## config.mk

```make
export PLATFORM = sky130hd
export DESIGN_NAME = ergt_top
export DESIGN_NICKNAME = d
export VERILOG_FILES = /design/src/hw/ergt_pkg.sv /design/src/hw/ergt_gain_sum.sv /design/src/hw/ergt_top.sv
export SDC_FILE = /design/constraint.sdc
export NUM_CORES = 1
export LEC_CHECK = 0
export ABC_AREA = 0
export BUFFER_PORTS_ARGS = -buffer_cell sky130_fd_sc_hd__buf_2
export CAP_MARGIN = 20
export CORE_MARGIN = 2
export CORE_UTILIZATION = 30
export DETAILED_ROUTE_END_ITERATION = 10
export PLACE_DENSITY_LB_ADDON = 0.25
export SETUP_SLACK_MARGIN = 0.3
export SKIP_CTS_REPAIR_TIMING = 1
export SLEW_MARGIN = 20
export SYNTH_ARGS = -nofsm -noshare
export SYNTH_HDL_FRONTEND = slang
export SYNTH_HIERARCHICAL = 1
export SYNTH_SLANG_ARGS = --single-unit
```

## constraint.sdc

```tcl
create_clock -name clk -period 4.2 [get_ports clk]
set_clock_uncertainty 0.2 [all_clocks]
set_input_delay 0.63 -clock clk [delete_from_list [all_inputs] [get_ports clk]]
set_output_delay 0.63 -clock clk [all_outputs]
set_load 0.1 [all_outputs]
```

## src/hw/ergt_pkg.sv

```systemverilog
// ergt_pkg: constants and carrier types for the external reference gain trim
// assumes one clock domain and single-cycle register write strobes
package ergt_pkg;

  localparam int REG_WIDTH   = 16;
  localparam int FIELD_WIDTH = 11;
  localparam int PAD_WIDTH   = REG_WIDTH - FIELD_WIDTH;

  // trim register layout
  localparam int TRIM_FIELD_MSB = 10;
  localparam int TRIM_FIELD_LSB = 0;
  localparam logic [FIELD_WIDTH-1:0] TRIM_FIELD_RESET = 11'h3fa;
  localparam logic [REG_WIDTH-1:0]   TRIM_REG_RESET   = 16'h03fa;
  localparam logic [PAD_WIDTH-1:0]   TRIM_PAD_ZERO    = 5'h00;

  // secondary configuration layout
  localparam int EXTERNAL_REFERENCE_SELECT_SEL_BIT = 3;
  localparam logic EXTERNAL_REFERENCE_SELECT_SEL_RESET = 1'b0;

  // gain factor codes
  localparam logic [REG_WIDTH-1:0] GAIN_BASE    = 16'ha6d0;
  localparam logic [REG_WIDTH-1:0] GAIN_DEFAULT = 16'haaca;
  localparam logic [REG_WIDTH-1:0] GAIN_MAX     = 16'haecf;
  localparam logic [REG_WIDTH-1:0] GAIN_MIN     = 16'ha6d0;

  typedef struct packed {
    logic                 wr;
    logic [REG_WIDTH-1:0] data;
  } ergt_reg_write_type;

endpackage : ergt_pkg

```

## src/hw/ergt_gain_sum.sv

```systemverilog
// ergt_gain_sum: forms final gain factor and the gain that is applied
// assumes field and select are already the values to be registered
`timescale 1ns/100ps
module ergt_gain_sum
  import ergt_pkg::*;
(
  input  wire logic [FIELD_WIDTH-1:0] trim_field,
  input  wire logic                   ext_sel,
  input  wire logic [REG_WIDTH-1:0]   internal_gain,
  output logic      [REG_WIDTH-1:0]   final_gain,
  output logic      [REG_WIDTH-1:0]   applied_gain
);

  always_comb begin
    final_gain = GAIN_BASE + {TRIM_PAD_ZERO, trim_field};
    if (ext_sel) begin
      applied_gain = final_gain;
    end else begin
      applied_gain = internal_gain;
    end
  end

endmodule : ergt_gain_sum

```

## src/hw/ergt_top.sv

```systemverilog
// ergt_top: gain trim register, reference select bit and gain output
// assumes write strobes are one-cycle pulses synchronous to clk
`timescale 1ns/100ps
module ergt_top
  import ergt_pkg::*;
#(
  parameter logic [REG_WIDTH-1:0] INTERNAL_GAIN = GAIN_DEFAULT
)
(
  input  wire logic               clk,
  input  wire logic               rst_n,
  input  wire ergt_reg_write_type trim_write,
  input  wire ergt_reg_write_type config_write,
  output logic [REG_WIDTH-1:0]    trim_rdata,
  output logic                    external_reference_select,
  output logic [REG_WIDTH-1:0]    final_gain_factor,
  output logic [REG_WIDTH-1:0]    applied_gain
);

  logic [FIELD_WIDTH-1:0] gain_trim_field;
  logic [FIELD_WIDTH-1:0] next_gain_trim_field;
  logic [REG_WIDTH-1:0]   next_trim_rdata;
  logic                   next_external_reference_select;
  logic [REG_WIDTH-1:0]   next_final_gain_factor;
  logic [REG_WIDTH-1:0]   next_applied_gain;

  // read view of a trim field, pad bits forced low
  function automatic logic [REG_WIDTH-1:0] trim_reg_view(
    input logic [FIELD_WIDTH-1:0] field
  );
    return {TRIM_PAD_ZERO, field};
  endfunction : trim_reg_view

  // field part of a written word, upper bits dropped
  function automatic logic [FIELD_WIDTH-1:0] trim_field_of(
    input logic [REG_WIDTH-1:0] word
  );
    return word[TRIM_FIELD_MSB:TRIM_FIELD_LSB];
  endfunction : trim_field_of

  // gain code for a trim field, for the checks
  function automatic logic [REG_WIDTH-1:0] gain_of(
    input logic [FIELD_WIDTH-1:0] field
  );
    return GAIN_BASE + trim_reg_view(field);
  endfunction : gain_of

  // trim register group
  always_comb begin
    next_gain_trim_field = gain_trim_field;
    if (trim_write.wr) begin
      next_gain_trim_field = trim_field_of(trim_write.data);
    end
    next_trim_rdata = trim_reg_view(next_gain_trim_field);
  end

  always_ff @(posedge clk) begin
    if (!rst_n) begin
      gain_trim_field <= TRIM_FIELD_RESET;
      trim_rdata      <= TRIM_REG_RESET;
    end else begin
      gain_trim_field <= next_gain_trim_field;
      trim_rdata      <= next_trim_rdata;
    end
  end

  // reference select group
  always_comb begin
    next_external_reference_select = external_reference_select;
    if (config_write.wr) begin
      next_external_reference_select =
        config_write.data[EXTERNAL_REFERENCE_SELECT_SEL_BIT];
    end
  end

  always_ff @(posedge clk) begin
    if (!rst_n) begin
      external_reference_select <= EXTERNAL_REFERENCE_SELECT_SEL_RESET;
    end else begin
      external_reference_select <= next_external_reference_select;
    end
  end

  // gain group: sums use the values being registered, so gains
  // move in the same cycle as the register they derive from
  ergt_gain_sum u_gain_sum (
    .trim_field    (next_gain_trim_field),
    .ext_sel       (next_external_reference_select),
    .internal_gain (INTERNAL_GAIN),
    .final_gain    (next_final_gain_factor),
    .applied_gain  (next_applied_gain)
  );

  always_ff @(posedge clk) begin
    if (!rst_n) begin
      final_gain_factor <= GAIN_DEFAULT;
      applied_gain      <= INTERNAL_GAIN;
    end else begin
      final_gain_factor <= next_final_gain_factor;
      applied_gain      <= next_applied_gain;
    end
  end
endmodule : ergt_top

```

==> reports/qor.yml, run 1 <==
status: "complete, no violations"
syn_to_final_growth_pct: 23.4
endpoint_kind: "register"
slowest_delay_ps: 370
fmax_mhz: 406
hold_depth: 2
synth_adder_area_share_pct: 0.712
async_flop_share_pct: 0
finalSetupViolations: 0
yosys.area.top_type: "dfxtp_1"
cp.required_ps: 4230
clk_pin_slew_ps: 80
numClockSinks: 44
slew_violations: 0
wl_um: 3210
die_x_um: 80.5
timing.rr.end: "applied_gain[10]"
ant_nets: 0
netlist_area_mm2: 0.00176
cts_tree: "done"
ys_seq_area_share_pct: 50.1
port_buffers: 59
r2r-start: "gain_trim_field[4]"
antenna_found_initial: 0
critPathSlowestCell: "mux2_4"
grt_pass1_wl_um: 4900
syn_avg_cell_area_um2: 10.8
post-route-min-period_ps: 2460
r2r_slack_ps: 2170
grt_pass1_vias: 1043
synth_edf_count: 0
synthCells: 162
cts_max_level: 2
synth_ff_type: "dfxtp_1"
hpwlAfterDp_um: 2240
start_util_pct: 31.5
yosys.area_share.simple_pct: 20.2
drive_gt1_share_pct: 39.1
grt_use_total_pct: 10.3
crit_buf_inv: 1
finalHoldViolCount: 0
start_kind: "input port"
finalNetCount: 267
critPathArrivalTime_ps: 2500
grt_max_degree: 38
drc: 0
fillCellCount: 588
synth_compound_area_share_pct: 3.13
cts_buffers: 5
r2r_cells: 6
pre_cts_slack_ps: 1420
cp_max_fo: 11
crit_type: "input port to register"
wl_per_cell_um: 10.6
grt_overflow: 0
gp_congestion: 0.696
drt_iter0_drc: 31
ios: 85
p_leak_nw: 1.01
yosys_warnings: 6
maxCapViolCount: 0
path_cells: "buf_2 > mux2_4 > ha_1 > o31a_1 > or3_1 > a31oi_1 > and2_1"
tns_ps: 0
num_rows: 27
p_per_area_mw_per_mm2: 489
setup_ws_ps: 1740
cp.depth: 7
synth_seq_cells: 44
antenna_cells: 0
die-area_mm2: 0.00648
grt_setup_unrepaired: "no"
synth.distinct_cells: 31
fp.coreArea_mm2: 0.00557
synth_top_family_by_area: "simple AND/OR/NAND/NOR gates"
hold_end: "gain_trim_field[3]"
tightest_slew_ps: 544
die_h_um: 80.5
dr.pass1.iters: 4
hold_class: "register to register"
synth_top_area_share_pct: 50.1
cts_buffer_depth: 2
finalCritPeriodShare_pct: 58.6
slew_headroom_pct: 63.7
vias: 1170
multi_input_area_um2: 812
yosys-top-cells-area: "dfxtp_1 50%, mux2_4 7.7%, mux2_2 7.7%"
root_buffer: "clkbuf_8"
critPathTopFamily: "simple AND/OR/NAND/NOR gates"
synthXorXnorAreaFrac_pct: 1.50
vias_per_cell: 3.87
ir_drop_mv: 0.148
synth_mux_area_share_pct: 15.4
hold_start: "gain_trim_field[3]"
clock_latency_ps: 290
ff_latch_area_um2: 881
-- synth_stat cells (all sizes together), types with 2 or more instances --
master,number
dfxtp,44
mux2,21
and2,20
buf,16
nand2b,15
or2,10
conb,4
nor2,4
clkbuf,3
inv,3
nand2,3
a21oi,2
a31oi,2
nor2b,2
xor2,2
-- per-stage QoR --
step	cell area, um^2	util (%)	hold slack, ps	cells	total power [W]
5_1_grt	2170	38.9	426	302	0.00111
4_1_cts	2170	38.9	396	302	0.00108
3_3_place_gp	2090	37.5	363	295	0.000825
6_report	2170	38.9	391	302	0.00106
3_5_place_dp	2090	37.5	372	295	0.000826
2_1_floorplan	1840	-	503	183	0.000788
-- how the worst max path moves through the flow --
stage / start / end / slack (ps)
after floorplan: trim_write[16] / applied_gain[10] / 1770
after global placement: trim_write[16] / applied_gain[10] / 1420
after detailed placement: trim_write[16] / applied_gain[10] / 1420
after CTS: trim_write[16] / applied_gain[10] / 1720
after global routing: trim_write[16] / applied_gain[10] / 1650
final: trim_write[16] / applied_gain[10] / 1740
-- state kept, by name, summed over array words and instances (netlist names) --
| signal | cells |
|---|---|
| applied_gain | 16 |
| final_gain_factor | 16 |
| gain_trim_field | 11 |
| external_reference_select | 1 |
-- cells by family after synthesis --
group	Yosys count
other cells	4
simple gates	59
flops	44
compound gates	8
mux	21
xor+xnor	3
fa+ha+maj	1
buf+inv	22
-- cell type report --
type / instances / share of cell area, %
flip-flops and latches: 44 / 40.6
multi-input cells: 117 / 37.5
repair buffers: 59 / 13.6
well taps: 72 / 4.16
clock buffers: 6 / 3.35
inverters: 3 / 0.520
clock inverters: 1 / 0.231
-- worst min-delay path, delay by kind of cell (launching register included) --
family	cells	cell delay (ps)
mux	1	150
flops	1	330
simple gates	1	80
-- layout by cell type (no fill, tap or decap), types with 4 or more instances in the layout --
cell type  Yosys  final
and2_1        20     20
buf_2          2     59
clkbuf_8       0      5
conb_1         4     25
dfxtp_1       44     44
mux2_2        12     12
mux2_4         9      9
nand2b_1      15     15
nor2_1         4      4
or2_1          7      7
-- per-layer routing --
| metal | global-route usage (%) | vias to the layer above | wire length [um] |
|---|---|---|---|
| met3 | 3.26 | 5 | 224 |
| met5 | 0 | - | 0 |
| met2 | 16.5 | 43 | 1460 |
| li1 | - | 614 | - |
| met4 | 5.59 | 0 | 73 |
| met1 | 12.2 | 508 | 1460 |
-- report_power, final --
group	internal, W	switching (W)	total, W
Clock	0.000113	0.000132	0.000245
Combinational	0.0000709	0.000289	0.000360
Sequential	0.000446	0.00000770	0.000454
Power figures use the tool's default switching activity.
==> run 2, diff against run 1 <==
--- a/config.mk
+++ b/config.mk
@@ -5,7 +5,7 @@
 export SDC_FILE = /design/constraint.sdc
 export NUM_CORES = 1
 export LEC_CHECK = 0
-export ABC_AREA = 0
+export ABC_AREA = 1
 export BUFFER_PORTS_ARGS = -buffer_cell sky130_fd_sc_hd__buf_2
 export CAP_MARGIN = 20
 export CORE_MARGIN = 2
==> constraint.sdc (replaced) <==
create_clock -name clk -period 2.32 [get_ports clk]
set_clock_uncertainty 0.2 [all_clocks]
set_input_delay 0.348 -clock clk [delete_from_list [all_inputs] [get_ports clk]]
set_output_delay 0.348 -clock clk [all_outputs]
set_load 0.1 [all_outputs]
==> reports/qor.yml, run 2 <==
dp.cells: 381  # +29%
gp_congestion: 0.780  # +12%
grt_busiest_layer: "met2"
wl_per_cell_um: 9.19  # -14%
yosys-top-cells-area: "dfxtp_1 48%, nand2_1 18%, inv_1 7.8%"
endpoint_kind: "register"
die_x_um: 81.9  # +1.7%
finalHoldViolCount: 0  # unchanged
syn_to_final_growth_pct: 21.9
synth_seq_cells: 44  # unchanged
start_util_pct: 30.9  # -0.58 points
status: "complete, no violations"
critPathTopFamily: "simple AND/OR/NAND/NOR gates"
slew_violations: 0  # unchanged
grt_overflow: 0  # unchanged
root_buffer: "clkbuf_8"
synthCells: 247  # +52%
fp.coreArea_mm2: 0.00589  # +5.6%
maxCapViolCount: 0  # unchanged
cts_max_level: 2  # unchanged
p_per_area_mw_per_mm2: 897  # +84%
ios: 85  # unchanged
final_cell_area_mm2: 0.00222  # +2.4%
hpwlAfterDp_um: 2650  # +19%
vias: 1444  # +23%
ant_nets: 0  # unchanged
critical_path.most_common_cell: "nand2_1"
async_flop_share_pct: 0  # unchanged
finalCritPeriodShare_pct: 76.8
timing.rr.end: "final_gain_factor[10]"
hold_start: "trim_write[9]"
hold_class: "input port to register"
ff_latch_area_um2: 887  # +0.71%
grt_max_degree: 26  # -32%
synth_edf_count: 0  # unchanged
gr-usage-met3_pct: 4.07  # +0.81 points
r2r_slack_ps: 700  # -1470 ps
hold_end: "gain_trim_field[9]"
layout_commonest_cell: "nand2_1"
path_cells: "buf_2 > inv_1 > nand2_1 > nand2_1 > ha_1 > inv_1 > nand2_2 > xor2_1 > nand2_1 > nand2_1 > nand2_1 > inv_1"
reg.largest.list: "applied_gain: 16 flops, final_gain_factor: 16 flops, gain_trim_field: 11 flops"
vias_per_cell: 3.72  # -3.9%
fin_cells: 388  # +28%
grt_use_total_pct: 11.8  # +1.5 points
placed_area_mm2: 0.00214  # +2.5%
post-route-min-period_ps: 1780
synth_ff_type: "dfxtp_1"
critPathArrivalTime_ps: 1820  # -680 ps
synthMostInstantiatedCell: "nand2_1"
hold_depth: 3  # +1
synth_top_area_share_pct: 48.4  # -1.8 points
final_cell_mix: "89 x nand2_1, 59 x buf_2, 39 x dfxtp_1"
r2r_cells: 10  # +4
grt_pass1_wl_um: 5920  # +21%
die_h_um: 81.9  # +1.7%
multi_input_area_um2: 704  # -13%
drive_gt1_share_pct: 25.2  # -14 points
drt_iter0_drc: 38  # +23%
critPathSlowestCell: "inv_1"
netlist_area_mm2: 0.00182  # +3.6%
cp_max_fo: 11  # unchanged
antenna_found_initial: 0  # unchanged
cts_buffer_depth: 2  # unchanged
cts_tree: "done"
synth_common_cells: "89 x nand2_1, 44 x dfxtp_1, 38 x inv_1"
fillCellCount: 675  # +15%
finalSetupViolations: 0  # unchanged
hold_ws_ps: 84.6  # -306 ps
antenna_cells: 0  # unchanged
drc: 0  # unchanged
synth.distinct_cells: 20  # -35%
cp.required_ps: 2360  # -1870 ps
tns_ps: 0  # unchanged
ys_seq_area_share_pct: 48.4  # -1.8 points
grt_setup_unrepaired: "no"
num_rows: 28  # +3.7%
start_kind: "input port"
r2r-start: "gain_trim_field[4]"
p_total_w: 0.00199  # +88%
cts_buffers: 5  # unchanged
crit_buf_inv: 4  # +3
syn_avg_cell_area_um2: 7.37  # -32%
yosys_warnings: 6  # unchanged
ir_drop_mv: 0.310  # +110%
slowest_delay_ps: 270  # -100 ps
finalNetCount: 350  # +31%
clock_latency_ps: 290  # about the same
use_met2_pct: 20.4  # +3.9 points
p_leak_nw: 1.31  # +29%
wl_um: 3570  # +11%
port_buffers: 59  # unchanged
clk_pin_slew_ps: 80  # about the same
yosys.area.top_type: "dfxtp_1"
grt_pass1_vias: 1347  # +29%
numClockSinks: 44  # unchanged
crit_type: "input port to register"
dr.pass1.iters: 5  # +1
fmax_mhz: 561
met1_usage_pct: 13.3  # +1.1 points
die-area_mm2: 0.00671  # +3.5%
-- run 2: where the power goes --
group	switching (W)	internal [W]
logic	0.000605	0.000110
clock network	0.000241	0.000205
registers	0.0000153	0.000815
-- run 2: metal layers --
metal	wire [um]	part of all wire (%)
met2	1590	44
met1	1650	46
met3	267	7.5
met4	64	1.8
met5	0	0
-- run 2: worst reg2reg max path, stage by stage (launching register included) --
cell	delay, ps
dfxtp_2	320
nand2_1	70
nand2_1	130
ha_1	260
inv_1	70
nand2_2	60
nand2_1	80
nand3_1	80
and2_1	160
nand2_1	60
inv_1	40
-- run 2: kinds of logic (layout without fill, tap and decap cells) --
| kind of cell | count (synthesis) | after routing | synth area share (%) |
|---|---|---|---|
| AOI/OAI and AO/OA | 3 | 3 | 0.894 |
| xor gates and xnor gates | 2 | 2 | 0.962 |
| adders and majority gates | 1 | 1 | 0.687 |
| buffers and inverters | 62 | 107 | 17.3 |
| DFF | 44 | 44 | 48.4 |
| other | 4 | 25 | 0.825 |
| and+or+nand+nor | 131 | 131 | 31.0 |
-- run 2: worst max-delay path by stage --
stage / from / endpoint / slack, ps / cells past startpoint
after global placement: trim_write[16] / applied_gain[8] / 200 / 12
after floorplan: gain_trim_field[8] / applied_gain[9] / 300 / 8
final: trim_write[16] / applied_gain[8] / 540 / 12
after global routing: trim_write[16] / applied_gain[10] / 320 / 14
after CTS: trim_write[16] / applied_gain[8] / 480 / 12
after detailed placement: trim_write[16] / applied_gain[8] / 170 / 12
-- run 2: area by class of cell --
type	count	area share, %
flip-flops and latches	44	40.0
multi-input cells	162	31.7
repair buffers	61	14.0
inverters	39	6.60
well taps	75	4.23
clock buffers	6	3.27
clock inverters	1	0.225
-- run 2: per-stage QoR --
step / setup slack [ps] / utilization (%)
detailed placement: 174 / 36.4
global route: 323 / 37.7
finish: 539 / 37.7
CTS: 479 / 37.7
global placement: 196 / 36.4
floorplan: 301 / -
==> run 3, diff against run 2 <==
==> constraint.sdc (replaced) <==
create_clock -name clk -period 1.8 [get_ports clk]
set_clock_uncertainty 0.2 [all_clocks]
set_input_delay 0.27 -clock clk [delete_from_list [all_inputs] [get_ports clk]]
set_output_delay 0.27 -clock clk [all_outputs]
set_load 0.1 [all_outputs]
==> reports/qor.yml, run 3 (synthesized netlist as in run 2, its figures left out) <==
grt_max_degree: 21  # -19%
wl_um: 3620  # +1.5%
grt_overflow: 0  # unchanged
syn_to_final_growth_pct: 42.3
fmax_mhz: 655
critPathSlowestCell: "dfxtp_4"
ir_drop_mv: 0.376  # +21%
maxCapViolCount: 0  # unchanged
tns_ps: 0  # unchanged
hold_depth: 3  # unchanged
cts_tree: "done"
cts_buffers: 5  # unchanged
slew_violations: 0  # unchanged
grt_pass1_wl_um: 6040  # +2.1%
netSwitchingPower_w: 0.00115  # +33%
start_kind: "register"
port_buffers: 59  # unchanged
finalHoldViolCount: 0  # unchanged
die_h_um: 81.9  # unchanged
final_cell_area_mm2: 0.00259  # +17%
clk_pin_slew_ps: 80  # about the same
hpwlAfterDp_um: 2680  # +1.1%
pwr-share-seq_pct: 39.8  # -1.9 points
crit_type: "register to register"
finalSetupViolations: 0  # unchanged
ant_nets: 0  # unchanged
root_buffer: "clkbuf_8"
p_per_area_mw_per_mm2: 1040  # +16%
antenna_cells: 0  # unchanged
endpoint_kind: "register"
drive_gt1_share_pct: 37.4  # +12 points
post-route-min-period_ps: 1530
numClockSinks: 44  # unchanged
antenna_found_initial: 0  # unchanged
path_cells: "nand2_2 > nand2_2 > nor2_4 > nand2_2 > buf_6 > nand3_2 > nand2_2 > nand2_1 > nand2_1 > or2_1"
cp.required_ps: 1790  # -570 ps
num_rows: 28  # unchanged
fp.coreArea_mm2: 0.00589  # unchanged
grt_setup_unrepaired: "yes"
grt_pass1_vias: 1410  # +4.7%
slowest_delay_ps: 350  # +80 ps
combPwrFrac_pct: 38.4  # +2.5 points
crit_buf_inv: 1  # -3
cp_max_fo: 3  # -8
status: "complete, no violations"
vias: 1492  # +3.3%
layout_commonest_cell: "nand2_1"
ios: 85  # unchanged
vias_per_cell: 3.72  # about the same
hold_class: "input port to register"
cts_buffer_depth: 2  # unchanged
p_leak_nw: 1.43  # +9.1%
wl_per_cell_um: 9.02  # -1.8%
hold_ws_ps: 7.94  # -76.6 ps
grt_use_total_pct: 12.0  # +0.20 points
reg.largest.list: "applied_gain: 16 flops, final_gain_factor: 16 flops, gain_trim_field: 11 flops"
final_util_pct: 44.0  # +6.3 points
final_cell_mix: "76 x nand2_1, 43 x clkbuf_4, 33 x inv_1"
critPathArrivalTime_ps: 1520  # -300 ps
critPathTopFamily: "simple AND/OR/NAND/NOR gates"
start_util_pct: 30.9  # unchanged
placed_area_mm2: 0.00229  # +7.1%
gp_congestion: 0.751  # -3.7%
critical_path.most_common_cell: "nand2_2"
fillCellCount: 629  # -6.8%
cts_max_level: 2  # unchanged
dr.pass1.iters: 4  # -1
clock_latency_ps: 290  # about the same
r2r_cells: 10  # unchanged
internal_power_w: 0.00155  # +37%
drc: 0  # unchanged
finalCritPeriodShare_pct: 84.9
dp.cells: 389  # +2.1%
finalNetCount: 362  # +3.4%
cp.depth: 10  # -2
p_sw_share_pct: 42.6  # -0.66 points
clkPwrFrac_pct: 21.8  # -0.6 points
fin_cells: 401  # +3.4%
drt_iter0_drc: 42  # +11%
die-area_mm2: 0.00671  # unchanged
die_x_um: 81.9  # unchanged
==> run 3: metrics by stage <==
stage          total power (W)  setup slack, ps
4_1_cts                0.00266              132
3_3_place_gp           0.00206             -156
3_5_place_dp           0.00206             -183
6_report               0.00270              273
2_1_floorplan          0.00196              194
5_1_grt                0.00284              186
==> run 3: routing by layer <==
metal / vias up / track usage (%) / routed length [um]
met5: - / 0 / 0
met4: 0 / 5.00 / 66
met3: 6 / 3.52 / 213
met2: 38 / 21.5 / 1790
met1: 621 / 13.2 / 1550
li1: 827 / - / -
==> run 3: power groups by stage <==
stage                     sequential (W)  combinational, W  clock (W)
after floorplan                  0.00166          0.000300          0
after global placement           0.00110          0.000964          0
after detailed placement         0.00110          0.000969          0
after CTS                        0.00107          0.000969   0.000619
after global routing             0.00108           0.00110   0.000654
final                            0.00107           0.00104   0.000587
==> run 3: area by class of cell <==
| class | instances | area, um^2 | share of cell area, % |
|---|---|---|---|
| clock inverter | 1 | 5.00 | 0.193 |
| sequential | 44 | 913 | 35.3 |
| clock buffer | 7 | 76.3 | 2.95 |
| tap | 75 | 93.8 | 3.62 |
| multi-input combinational | 162 | 811 | 31.3 |
| timing repair buffer | 73 | 538 | 20.8 |
| inverter | 39 | 153 | 5.89 |
==> run 3: worst min-delay path, delay by kind of cell <==
kind | cells | cell delay [ps]
and+or+nand+nor | 2 | 120
buffers and inverters | 1 | 70
==> run 3: path summary, 6_finish.rpt <==
kind	to	from	slack (ps)
worst min register to register	gain_trim_field[1]	gain_trim_field[1]	280
worst min-delay path	gain_trim_field[9]	trim_write[9]	8
worst max-delay path	applied_gain[9]	gain_trim_field[7]	270
worst max register to register	applied_gain[9]	gain_trim_field[7]	270
